File: config.mk
export PLATFORM = sky130hd
export DESIGN_NAME = szva_ctl
export DESIGN_NICKNAME = d
export VERILOG_FILES = /design/src/verilog/szva_pkg.sv /design/src/verilog/szva_ctl.sv /design/src/verilog/szva_socket_regs.sv
export SDC_FILE = /design/constraint.sdc
export NUM_CORES = 1
export LEC_CHECK = 0
export ABC_AREA = 1
export BUFFER_PORTS_ARGS = -buffer_cell sky130_fd_sc_hd__buf_2
export CAP_MARGIN = 20
export CORE_ASPECT_RATIO = 1.25
export CORE_MARGIN = 10
export CORE_UTILIZATION = 48
export CTS_CLUSTER_DIAMETER = 30
export DETAILED_ROUTE_END_ITERATION = 16
export HOLD_SLACK_MARGIN = 0.03
export PLACE_DENSITY = 0.94
export SLEW_MARGIN = 25
export SYNTH_ARGS = -nofsm -noshare
export SYNTH_HDL_FRONTEND = slang
export SYNTH_SLANG_ARGS = --single-unit
File: constraint.sdc
create_clock -name core_clk -period 1.5 [get_ports core_clk]
set_input_delay 0.075 -clock core_clk [delete_from_list [all_inputs] [get_ports core_clk]]
set_output_delay 0.075 -clock core_clk [all_outputs]
set_load 0.01 [all_outputs]
File: src/verilog/szva_pkg.sv
// Package of register offsets, bit positions and reset values for the socket zoom/audio block.
package szva_pkg;

  // Socket register space offsets (byte addresses).
  localparam logic [7:0] SZVA_OFF_PRESENT_STATE = 8'h08;
  localparam logic [7:0] SZVA_OFF_FORCE_EVENT   = 8'h0C;
  localparam logic [7:0] SZVA_OFF_SOCKET_CTL    = 8'h10;

  // Configuration space offsets (byte addresses).
  localparam logic [7:0] SZVA_OFF_SYSTEM_CTL    = 8'h80;
  localparam logic [7:0] SZVA_OFF_CARD_CTL      = 8'h91;
  localparam logic [7:0] SZVA_OFF_DIAGNOSTIC    = 8'h93;

  // Socket register bit positions.
  localparam int SZVA_BIT_PLATFORM_SUPPORT = 27;
  localparam int SZVA_BIT_ZOOM_ACTIVITY    = 11;
  localparam int SZVA_BIT_STD_MODEL        = 10;
  localparam int SZVA_BIT_SOCKET_ZOOM_EN   = 9;

  // Configuration register bit positions.
  localparam int SZVA_BIT_INTERNAL_CLK_EN  = 27;
  localparam int SZVA_BIT_SPEAKER_EN       = 1;
  localparam int SZVA_BIT_PWM_ROUTE        = 2;
  localparam int SZVA_BIT_PORT_SELECT      = 5;
  localparam int SZVA_BIT_LEGACY_ZOOM_EN   = 6;
  localparam int SZVA_BIT_STD_MODEL_DIS    = 0;

  // Implemented bits of the byte-wide card control register.
  localparam logic [7:0] SZVA_CARD_CTL_MASK = 8'h66;

  // Reset values.
  localparam logic [7:0]  SZVA_CARD_CTL_RST = 8'h00;
  localparam logic        SZVA_BIT_RST      = 1'b0;
  localparam logic [31:0] SZVA_ZERO_WORD    = 32'h0000_0000;
  localparam logic [7:0]  SZVA_ZERO_BYTE    = 8'h00;

  // Number of sockets.
  localparam int SZVA_SOCKETS = 2;

endpackage : szva_pkg

File: src/verilog/szva_ctl.sv
// Top of the per-socket zoom video, internal clock, status pull and audio routing logic.
//
// Functional notes
// RULE1 - Present state bit 27 shows platform zoom support.
// RULE2 - Force event bit 27 write sets support flag.
// RULE3 - Control bit 11 set when either socket zooms.
// RULE4 - Control bit 10 reports standard zoom model.
// RULE5 - Control bit 9 enables zoom per socket.
// RULE6 - Diagnostic bit 0 disables standard zoom model.
// RULE7 - Legacy card control zoom enable still honoured.
// RULE8 - Software uses legacy path if bit 10 clear.
// RULE9 - Software may use standard bits if set.
// RULE10 - Software enables zoom only if supported, idle.
// RULE11 - Internal slow oscillator runs without external clocks.
// RULE12 - Oscillator off at reset, system bit 27 enables.
// RULE13 - Pullup for 16-bit card, pulldown for CardBus.
// RULE14 - 16-bit I/O card: voltage pin is speaker.
// RULE15 - Speaker output is XOR of both sockets.
// RULE16 - Speaker output active only while bit 1 set.
// RULE17 - Card control bit 2 routes PWM audio.
// RULE18 - Both routing PWM audio: socket 0 wins.
// RULE19 - Bit 6 releases address lines A25 to A4.
// RULE20 - Bit 5 picks zoom priority, default socket 0.
// RULE21 - Activity is OR of effective zoom enables.
// RULE22 - Effective enable is legacy OR standard enable.
`timescale 1ns/100ps
module szva_ctl
  import szva_pkg::*;
(
  input  wire logic        core_clk,
  input  wire logic        rst_n,
  input  wire logic        reg_wr,
  input  wire logic        reg_rd,
  input  wire logic        reg_func,
  input  wire logic        reg_cfg_space,
  input  wire logic [7:0]  reg_addr,
  input  wire logic [31:0] reg_wdata,
  input  wire logic [1:0]  card_is_16bit,
  input  wire logic [1:0]  card_is_cardbus,
  input  wire logic [1:0]  card_io_mode,
  input  wire logic [1:0]  battery_voltage_2_pin,
  output logic [31:0]      reg_rdata,
  output logic             reg_rvalid,
  output logic             speaker_audio_out,
  output logic             pwm_audio_out,
  output logic             internal_clock_enable,
  output logic [1:0]       status_change_pin_pullup_en,
  output logic [1:0]       status_change_pin_pulldown_en,
  output logic [1:0]       addr_hi_release,
  output logic [1:0]       socket_zoom_active,
  output logic             zoom_source_socket1
);

  logic [1:0] wr_force_s;
  logic [1:0] wr_sock_ctl_s;
  logic [1:0] wr_sys_ctl_s;
  logic [1:0] wr_card_ctl_s;
  logic [1:0] wr_diag_s;
  logic [1:0] support_s;
  logic [1:0] std_en_s;
  logic [1:0] clk_en_s;
  logic [1:0] std_dis_s;
  logic [7:0] card_ctl_s [SZVA_SOCKETS];
  logic [1:0] legacy_en_s;
  logic [1:0] zoom_eff_s;
  logic [1:0] spk_en_s;
  logic [1:0] pwm_route_s;
  logic [1:0] card_speaker_in;
  logic [1:0] cardbus_audio_in;
  logic [1:0] audio_valid_s;
  logic       zoom_in_use_any_socket;
  logic [31:0] rdata_next;

  // Address decoding: socket space and configuration space share one port.
  always_comb begin
    wr_force_s    = 2'b00;
    wr_sock_ctl_s = 2'b00;
    wr_sys_ctl_s  = 2'b00;
    wr_card_ctl_s = 2'b00;
    wr_diag_s     = 2'b00;
    if (reg_wr && !reg_cfg_space && reg_addr == SZVA_OFF_FORCE_EVENT) begin
      wr_force_s[reg_func] = 1'b1;
    end else if (reg_wr && !reg_cfg_space && reg_addr == SZVA_OFF_SOCKET_CTL) begin
      wr_sock_ctl_s[reg_func] = 1'b1;
    end else if (reg_wr && reg_cfg_space && reg_addr == SZVA_OFF_SYSTEM_CTL) begin
      wr_sys_ctl_s[reg_func] = 1'b1;
    end else if (reg_wr && reg_cfg_space && reg_addr == SZVA_OFF_CARD_CTL) begin
      wr_card_ctl_s[reg_func] = 1'b1;
    end else if (reg_wr && reg_cfg_space && reg_addr == SZVA_OFF_DIAGNOSTIC) begin
      wr_diag_s[reg_func] = 1'b1;
    end
  end

  for (genvar s = 0; s < SZVA_SOCKETS; s++) begin : g_sock
    szva_socket_regs u_regs (
      .core_clk                        (core_clk),
      .rst_n                           (rst_n),
      .wr_force_event                  (wr_force_s[s]),
      .wr_socket_ctl                   (wr_sock_ctl_s[s]),
      .wr_system_ctl                   (wr_sys_ctl_s[s]),
      .wr_card_ctl                     (wr_card_ctl_s[s]),
      .wr_diagnostic                   (wr_diag_s[s]),
      .wdata                           (reg_wdata),
      .zoom_platform_supported_reg     (support_s[s]),
      .socket_zoom_enable_reg          (std_en_s[s]),
      .internal_clock_enable_reg       (clk_en_s[s]),
      .card_ctl_reg                    (card_ctl_s[s]),
      .standard_zoom_model_disable_reg (std_dis_s[s])
    );

    assign legacy_en_s[s] = card_ctl_s[s][SZVA_BIT_LEGACY_ZOOM_EN];
    assign spk_en_s[s]    = card_ctl_s[s][SZVA_BIT_SPEAKER_EN];
    assign pwm_route_s[s] = card_ctl_s[s][SZVA_BIT_PWM_ROUTE];

    // The standard enable is ignored while the standard model is disabled, but the
    // legacy enable always works so old drivers keep running.
    assign zoom_eff_s[s] = legacy_en_s[s] | (std_en_s[s] & ~std_dis_s[s]); // [RULE6] [RULE7] [RULE22]

    // One pin serves both card types; its meaning follows the detected card.
    assign card_speaker_in[s]  = battery_voltage_2_pin[s] & card_is_16bit[s] & card_io_mode[s]; // [RULE14]
    assign cardbus_audio_in[s] = battery_voltage_2_pin[s] & card_is_cardbus[s];
    assign audio_valid_s[s]    = spk_en_s[s] & (card_speaker_in[s] | cardbus_audio_in[s]);
  end

  assign zoom_in_use_any_socket = |zoom_eff_s; // [RULE3] [RULE21]

  // Read data are captured one cycle after the strobe; unmapped offsets read zero.
  always_comb begin
    rdata_next = SZVA_ZERO_WORD;
    if (!reg_cfg_space && reg_addr == SZVA_OFF_PRESENT_STATE) begin
      rdata_next[SZVA_BIT_PLATFORM_SUPPORT] = support_s[reg_func]; // [RULE1]
    end else if (!reg_cfg_space && reg_addr == SZVA_OFF_SOCKET_CTL) begin
      rdata_next[SZVA_BIT_ZOOM_ACTIVITY]  = zoom_in_use_any_socket; // [RULE3]
      rdata_next[SZVA_BIT_STD_MODEL]      = ~std_dis_s[reg_func]; // [RULE4] [RULE6]
      rdata_next[SZVA_BIT_SOCKET_ZOOM_EN] = std_en_s[reg_func]; // [RULE5]
    end else if (reg_cfg_space && reg_addr == SZVA_OFF_SYSTEM_CTL) begin
      rdata_next[SZVA_BIT_INTERNAL_CLK_EN] = clk_en_s[reg_func];
    end else if (reg_cfg_space && reg_addr == SZVA_OFF_CARD_CTL) begin
      rdata_next[7:0] = card_ctl_s[reg_func];
    end else if (reg_cfg_space && reg_addr == SZVA_OFF_DIAGNOSTIC) begin
      rdata_next[SZVA_BIT_STD_MODEL_DIS] = std_dis_s[reg_func];
    end
  end

  always_ff @(posedge core_clk) begin
    if (!rst_n) begin
      reg_rdata  <= SZVA_ZERO_WORD;
      reg_rvalid <= 1'b0;
    end else begin
      reg_rdata  <= reg_rd ? rdata_next : SZVA_ZERO_WORD;
      reg_rvalid <= reg_rd;
    end
  end

  // The ring oscillator itself is an analog macro; this enable gates it.
  always_ff @(posedge core_clk) begin
    if (!rst_n) begin
      internal_clock_enable <= 1'b0; // [RULE12]
    end else begin
      internal_clock_enable <= |clk_en_s; // [RULE11] [RULE12]
    end
  end

  // Pulls follow the card type so a floating status pin cannot raise a false event.
  always_ff @(posedge core_clk) begin
    if (!rst_n) begin
      status_change_pin_pullup_en   <= 2'b00;
      status_change_pin_pulldown_en <= 2'b00;
    end else begin
      status_change_pin_pullup_en   <= card_is_16bit; // [RULE13]
      status_change_pin_pulldown_en <= card_is_cardbus & ~card_is_16bit; // [RULE13]
    end
  end

  always_ff @(posedge core_clk) begin
    if (!rst_n) begin
      speaker_audio_out <= 1'b0;
    end else if (|spk_en_s) begin // [RULE16]
      speaker_audio_out <= audio_valid_s[0] ^ audio_valid_s[1]; // [RULE15]
    end else begin
      speaker_audio_out <= 1'b0;
    end
  end

  always_ff @(posedge core_clk) begin
    if (!rst_n) begin
      pwm_audio_out <= 1'b0;
    end else if (pwm_route_s[0]) begin // [RULE18]
      pwm_audio_out <= cardbus_audio_in[0]; // [RULE17]
    end else if (pwm_route_s[1]) begin
      pwm_audio_out <= cardbus_audio_in[1]; // [RULE17]
    end else begin
      pwm_audio_out <= 1'b0;
    end
  end

  // Only the legacy enable floats the upper address lines; the standard enable never does.
  always_ff @(posedge core_clk) begin
    if (!rst_n) begin
      addr_hi_release    <= 2'b00;
      socket_zoom_active <= 2'b00;
    end else begin
      addr_hi_release    <= legacy_en_s; // [RULE19]
      socket_zoom_active <= zoom_eff_s; // [RULE22]
    end
  end

  // Priority select lives in the socket 0 function; both functions share one mux.
  always_ff @(posedge core_clk) begin
    if (!rst_n) begin
      zoom_source_socket1 <= 1'b0;
    end else if (&zoom_eff_s) begin
      zoom_source_socket1 <= card_ctl_s[0][SZVA_BIT_PORT_SELECT]; // [RULE20]
    end else begin
      zoom_source_socket1 <= zoom_eff_s[1];
    end
  end

  a_force_sets_support: assert property ( // [RULE2]
    @(posedge core_clk) disable iff (!rst_n)
    (reg_wr && !reg_cfg_space && reg_addr == SZVA_OFF_FORCE_EVENT
      && reg_wdata[SZVA_BIT_PLATFORM_SUPPORT])
    |=> support_s[$past(reg_func)])
    else $error("Support flag not set by force event write.");

  a_support_read_back: assert property ( // [RULE1]
    @(posedge core_clk) disable iff (!rst_n)
    (reg_rd && !reg_cfg_space && reg_addr == SZVA_OFF_PRESENT_STATE)
    |=> reg_rvalid && reg_rdata[SZVA_BIT_PLATFORM_SUPPORT] == $past(support_s[reg_func]))
    else $error("Present state support bit wrong.");

  a_activity_read: assert property ( // [RULE3]
    @(posedge core_clk) disable iff (!rst_n)
    (reg_rd && !reg_cfg_space && reg_addr == SZVA_OFF_SOCKET_CTL)
    |=> reg_rdata[SZVA_BIT_ZOOM_ACTIVITY] == $past(|zoom_eff_s))
    else $error("Activity bit does not follow zoom enables.");

  a_std_model_bit: assert property ( // [RULE4]
    @(posedge core_clk) disable iff (!rst_n)
    (reg_rd && !reg_cfg_space && reg_addr == SZVA_OFF_SOCKET_CTL)
    |=> reg_rdata[SZVA_BIT_STD_MODEL] != $past(std_dis_s[reg_func]))
    else $error("Standard model bit disagrees with diagnostic.");

  a_legacy_zoom_on: assert property ( // [RULE7]
    @(posedge core_clk) disable iff (!rst_n)
    legacy_en_s[0] ##1 legacy_en_s[0] |-> socket_zoom_active[0] && addr_hi_release[0])
    else $error("Legacy zoom enable not honoured.");

  a_osc_enable: assert property ( // [RULE12]
    @(posedge core_clk) disable iff (!rst_n)
    (|clk_en_s) |=> internal_clock_enable)
    else $error("Oscillator enable missing.");

  a_pull_select: assert property ( // [RULE13]
    @(posedge core_clk) disable iff (!rst_n)
    card_is_16bit[1] |=> status_change_pin_pullup_en[1] && !status_change_pin_pulldown_en[1])
    else $error("Wrong pull on status change pin.");

  a_speaker_gate: assert property ( // [RULE16]
    @(posedge core_clk) disable iff (!rst_n)
    !(|spk_en_s) |=> !speaker_audio_out)
    else $error("Speaker output active while disabled.");

  a_speaker_xor: assert property ( // [RULE15]
    @(posedge core_clk) disable iff (!rst_n)
    (&spk_en_s && &card_is_cardbus)
    |=> speaker_audio_out == $past(battery_voltage_2_pin[0] ^ battery_voltage_2_pin[1]))
    else $error("Speaker output is not the XOR of both sockets.");

  a_pwm_priority: assert property ( // [RULE18]
    @(posedge core_clk) disable iff (!rst_n)
    (&pwm_route_s) |=> pwm_audio_out == $past(cardbus_audio_in[0]))
    else $error("Socket 0 PWM audio lost priority.");

  a_zoom_priority: assert property ( // [RULE20]
    @(posedge core_clk) disable iff (!rst_n)
    (&zoom_eff_s && !card_ctl_s[0][SZVA_BIT_PORT_SELECT]) |=> !zoom_source_socket1)
    else $error("Default zoom priority is not socket 0.");

  // The support flag is sticky, so firmware cannot lose it through a later write of 0.
  a_support_sticky: assert property ( // [RULE1]
    @(posedge core_clk) disable iff (!rst_n)
    support_s[0] |=> support_s[0])
    else $error("Support flag cleared without reset.");

  a_support_source: assert property ( // [RULE1] [RULE2]
    @(posedge core_clk) disable iff (!rst_n)
    $rose(support_s[0]) |-> $past(wr_force_s[0]))
    else $error("Support flag set without a force event write.");

  a_zoom_en_write: assert property ( // [RULE5]
    @(posedge core_clk) disable iff (!rst_n)
    wr_sock_ctl_s[1] |=> std_en_s[1] == $past(reg_wdata[SZVA_BIT_SOCKET_ZOOM_EN]))
    else $error("Socket zoom enable not stored.");

  a_std_dis_gate: assert property ( // [RULE6]
    @(posedge core_clk) disable iff (!rst_n)
    std_dis_s[1] && !legacy_en_s[1] |=> !socket_zoom_active[1])
    else $error("Standard enable honoured while model disabled.");

  a_effective_en: assert property ( // [RULE22]
    @(posedge core_clk) disable iff (!rst_n)
    (legacy_en_s[1] || (std_en_s[1] && !std_dis_s[1])) |=> socket_zoom_active[1])
    else $error("Effective zoom enable missing.");

  a_osc_off: assert property ( // [RULE12]
    @(posedge core_clk) disable iff (!rst_n)
    !(|clk_en_s) |=> !internal_clock_enable)
    else $error("Oscillator enabled without a request.");

  a_pulldown_cardbus: assert property ( // [RULE13]
    @(posedge core_clk) disable iff (!rst_n)
    card_is_cardbus[0] && !card_is_16bit[0]
    |=> status_change_pin_pulldown_en[0] && !status_change_pin_pullup_en[0])
    else $error("Wrong pull for a CardBus card.");

  a_pull_none: assert property ( // [RULE13]
    @(posedge core_clk) disable iff (!rst_n)
    !card_is_16bit[0] && !card_is_cardbus[0]
    |=> !status_change_pin_pullup_en[0] && !status_change_pin_pulldown_en[0])
    else $error("Pull enabled on an empty socket.");

  a_speaker_io_card: assert property ( // [RULE14]
    @(posedge core_clk) disable iff (!rst_n)
    spk_en_s[0] && !spk_en_s[1] && card_is_16bit[0] && card_io_mode[0]
    |=> speaker_audio_out == $past(battery_voltage_2_pin[0]))
    else $error("I/O card speaker input not passed through.");

  a_pwm_route_s1: assert property ( // [RULE17]
    @(posedge core_clk) disable iff (!rst_n)
    !pwm_route_s[0] && pwm_route_s[1] |=> pwm_audio_out == $past(cardbus_audio_in[1]))
    else $error("Socket 1 PWM audio not routed.");

  a_pwm_idle: assert property ( // [RULE17]
    @(posedge core_clk) disable iff (!rst_n)
    !(|pwm_route_s) |=> !pwm_audio_out)
    else $error("PWM audio active without routing.");

  a_addr_release: assert property ( // [RULE19]
    @(posedge core_clk) disable iff (!rst_n)
    legacy_en_s[1] |=> addr_hi_release[1])
    else $error("Upper address lines not released.");

  a_zoom_select: assert property ( // [RULE20]
    @(posedge core_clk) disable iff (!rst_n)
    &zoom_eff_s && card_ctl_s[0][SZVA_BIT_PORT_SELECT] |=> zoom_source_socket1)
    else $error("Priority select did not pick socket 1.");

endmodule : szva_ctl

File: src/verilog/szva_socket_regs.sv
// Per-socket register storage for zoom support, zoom enable, clock enable and card control.
`timescale 1ns/100ps
module szva_socket_regs
  import szva_pkg::*;
(
  input  wire logic        core_clk,
  input  wire logic        rst_n,
  input  wire logic        wr_force_event,
  input  wire logic        wr_socket_ctl,
  input  wire logic        wr_system_ctl,
  input  wire logic        wr_card_ctl,
  input  wire logic        wr_diagnostic,
  input  wire logic [31:0] wdata,
  output logic             zoom_platform_supported_reg,
  output logic             socket_zoom_enable_reg,
  output logic             internal_clock_enable_reg,
  output logic [7:0]       card_ctl_reg,
  output logic             standard_zoom_model_disable_reg
);

  // The support flag has no write path of its own; only the force event write sets it.
  always_ff @(posedge core_clk) begin
    if (!rst_n) begin
      zoom_platform_supported_reg <= SZVA_BIT_RST;
    end else if (wr_force_event && wdata[SZVA_BIT_PLATFORM_SUPPORT]) begin // [RULE1] [RULE2]
      zoom_platform_supported_reg <= 1'b1;
    end
  end

  always_ff @(posedge core_clk) begin
    if (!rst_n) begin
      socket_zoom_enable_reg <= SZVA_BIT_RST;
    end else if (wr_socket_ctl) begin
      socket_zoom_enable_reg <= wdata[SZVA_BIT_SOCKET_ZOOM_EN]; // [RULE5]
    end
  end

  always_ff @(posedge core_clk) begin
    if (!rst_n) begin
      internal_clock_enable_reg <= SZVA_BIT_RST; // [RULE12]
    end else if (wr_system_ctl) begin
      internal_clock_enable_reg <= wdata[SZVA_BIT_INTERNAL_CLK_EN]; // [RULE12]
    end
  end

  always_ff @(posedge core_clk) begin
    if (!rst_n) begin
      card_ctl_reg <= SZVA_CARD_CTL_RST;
    end else if (wr_card_ctl) begin
      card_ctl_reg <= wdata[7:0] & SZVA_CARD_CTL_MASK;
    end
  end

  always_ff @(posedge core_clk) begin
    if (!rst_n) begin
      standard_zoom_model_disable_reg <= SZVA_BIT_RST;
    end else if (wr_diagnostic) begin
      standard_zoom_model_disable_reg <= wdata[SZVA_BIT_STD_MODEL_DIS]; // [RULE6]
    end
  end

endmodule : szva_socket_regs
==> results.json <==
{
  "status": "finished clean",
  "syn_area_um2": 1840,
  "clk_path_buf_depth": 2,
  "hold_class": "input port to register",
  "cts_resized": 0,
  "setup-tns-final_ps": 0,
  "drv_slew": 0,
  "slowest_delay_ps": 540,
  "critPathTopFamily": "buffers and inverters",
  "fp-row-count": 25,
  "final_common_cell": "buf_2",
  "die_area_um2": 6720,
  "syn_inst": 247,
  "clock_skew_ps": 5.90,
  "fmax_mhz": 1020,
  "cp_data_arrival_time_ps": 1220,
  "yosys_warnings": 0,
  "peakVddDrop_mv": 0.416,
  "crit_chain": "dlygate4sd3_1, buf_2, nand2_1, nand2_1, nand3_1, a21oi_1, o21a_1",
  "cts_tree": "yes",
  "worstSetupPathType": "input port to register",
  "endpoint_kind": "register",
  "path_common_cell": "nand2_1",
  "critPathMaxFanout": 3,
  "power_mw": 1.94,
  "routed_wl_um": 4660,
  "die_h_um": 89.2,
  "final_nets": 354,
  "hold_ws_ps": 35.7,
  "p_leak_nw": 0.979,
  "clock_sinks": 38,
  "ff2ff_path_depth": 4,
  "worstSetupPathDepth": 7,
  "numCtsBuffers": 5,
  "worstPathRequired_ps": 1740,
  "holdPathStages": 3,
  "wl_per_cell_um": 13.7,
  "rsz0062_at_grt": "no",
  "path_clk_slew_ps": 70,
  "ys_seq_area_share_pct": 41.4,
  "ios": 99,
  "via_count": 1727,
  "syn_area_per_cell_um2": 7.45,
  "grt_overflow_total": 0,
  "clock_latency_ps": 290,
  "dp_hpwl_um": 3560,
  "drtIter0Drc": 123,
  "cp-start-kind": "input port",
  "grt_pass1_vias": 1683,
  "ant_nets": 0,
  "post_cts.repair.setup_buffers": 0,
  "cts-root-buf": "clkbuf_8",
  "ys_ff_latch": 38,
  "post-place-ws_ps": 262,
  "globalRouteTotalUtil_pct": 13.5,
  "port_buffers": 50,
  "diodes": 0,
  "grt_antenna_before_repair": 0,
  "largest_reg_flops": 9,
  "gp_congestion": 0.854,
  "start_util_pct": 49.0,
  "cts-htree-levels": 2,
  "setup_viol": 0,
  "setup_slack_ps": 524,
  "area_delta_synth_final_pct": 15.9,
  "drv_cap": 0,
  "hold_violations": 0,
  "crit_slowest_cell": "dlygate4sd3_1",
  "drc": 0,
  "post-route-util_pct": 56.8,
  "post_synth_num_cell_types": 24,
  "drt_first_pass_iters": 4,
  "fin_crit_sh_pct": 65.0,
  "powerDensity_nw_per_um2": 910,
  "grt_pass1_wl_um": 7030,
  "fp.coreArea_um2": 3750,
  "viasPerCell": 5.06,
  "min_period_ps": 976,
  "drive_gt1_share_pct": 25.2,
  "mostFrequentLayoutCells": "buf_2, nand2_1, dfxtp_1",
  "cp_num_buf_inv": 2,
  "grt_max_degree": 25,
  "dieWidth_um": 75.4
}
final timing paths:
kind | from | to | slack [ps]
worst max-delay path | card_is_16bit[1] | speaker_audio_out | 520
worst min-delay path | card_is_cardbus[0] | status_change_pin_pulldown_en[0] | 40
worst max register to register | register | reg_rdata[0] | 590
worst min register to register | g_sock[0].u_regs.zoom_platform_supported_reg | g_sock[0].u_regs.zoom_platform_supported_reg | 460
power by group:
group          switching (mW)  internal (mW)  leakage [nW]
Clock                   0.363          0.369        0.0472
Combinational           0.133         0.0568         0.624
Sequential            0.00137           1.01         0.307
Total                   0.498           1.44         0.979
cell families after synthesis:
logic type / after synthesis / synth area share [%]
and+or+nand+nor: 123 / 32.1
buffers and inverters: 58 / 18.0
DFF: 38 / 41.4
AOI/OAI and AO/OA: 27 / 8.37
other: 1 / 0.204
area by class of cell:
cell class                 count  area, um^2
fill                         348        1620
multi-input combinational    173         831
sequential                    38         761
timing repair buffer          55         293
inverter                      27         101
clock buffer                   6        82.6
tap                           40        50.0
clock inverter                 2        12.5
routing by layer:
metal	GRT usage (%)	vias to the layer above	part of all wire, %
li1	-	851	-
met1	12.3	784	36
met2	25.8	84	53
met3	4.33	8	9.7
met4	6.26	0	1.8
met5	0	-	0
cells in the mapped netlist:
master / n / area share, %
conb_1: 1 / 0.20
o21a_1: 2 / 0.82
dfxtp_1: 38 / 41
a21oi_1: 19 / 5.2
nand3_1: 15 / 4.1
nand4_1: 17 / 5.8
o21bai_1: 1 / 0.41
nand4_4: 1 / 1.2
nand2_2: 3 / 1.0
nor3_1: 2 / 0.54
nor2_1: 28 / 5.7
nor4_1: 1 / 0.34
inv_1: 25 / 5.1
nand2_1: 49 / 10
o21ai_0: 2 / 0.54
buf_6: 1 / 0.61
buf_4: 23 / 9.4
a21oi_2: 3 / 1.4
buf_8: 1 / 0.82
clkinv_1: 1 / 0.20
nor2_4: 4 / 2.4
nor2_2: 3 / 1.0
buf_2: 6 / 1.6
inv_2: 1 / 0.20
what timing repair did:
| item | CTS | global route |
|---|---|---|
| endpoints found under the hold margin | 4 | 0 |
| endpoints found under the setup margin | 0 | 0 |
| hold buffers | 2 | 0 |
tightest hold or removal path: stages:
cell and delay [ps]:
buf_2 110, inv_1 60, nor3_1 50
per-stage QoR:
| stage | area [um^2] | instances |
|---|---|---|
| 4_1_cts | 2130 | 341 |
| 3_5_place_dp | 2020 | 331 |
| 3_3_place_gp | 2020 | 331 |
| 6_report | 2130 | 341 |
| 2_1_floorplan | 1920 | 269 |
| 5_1_grt | 2130 | 341 |
(Power assumes the default switching activity.)
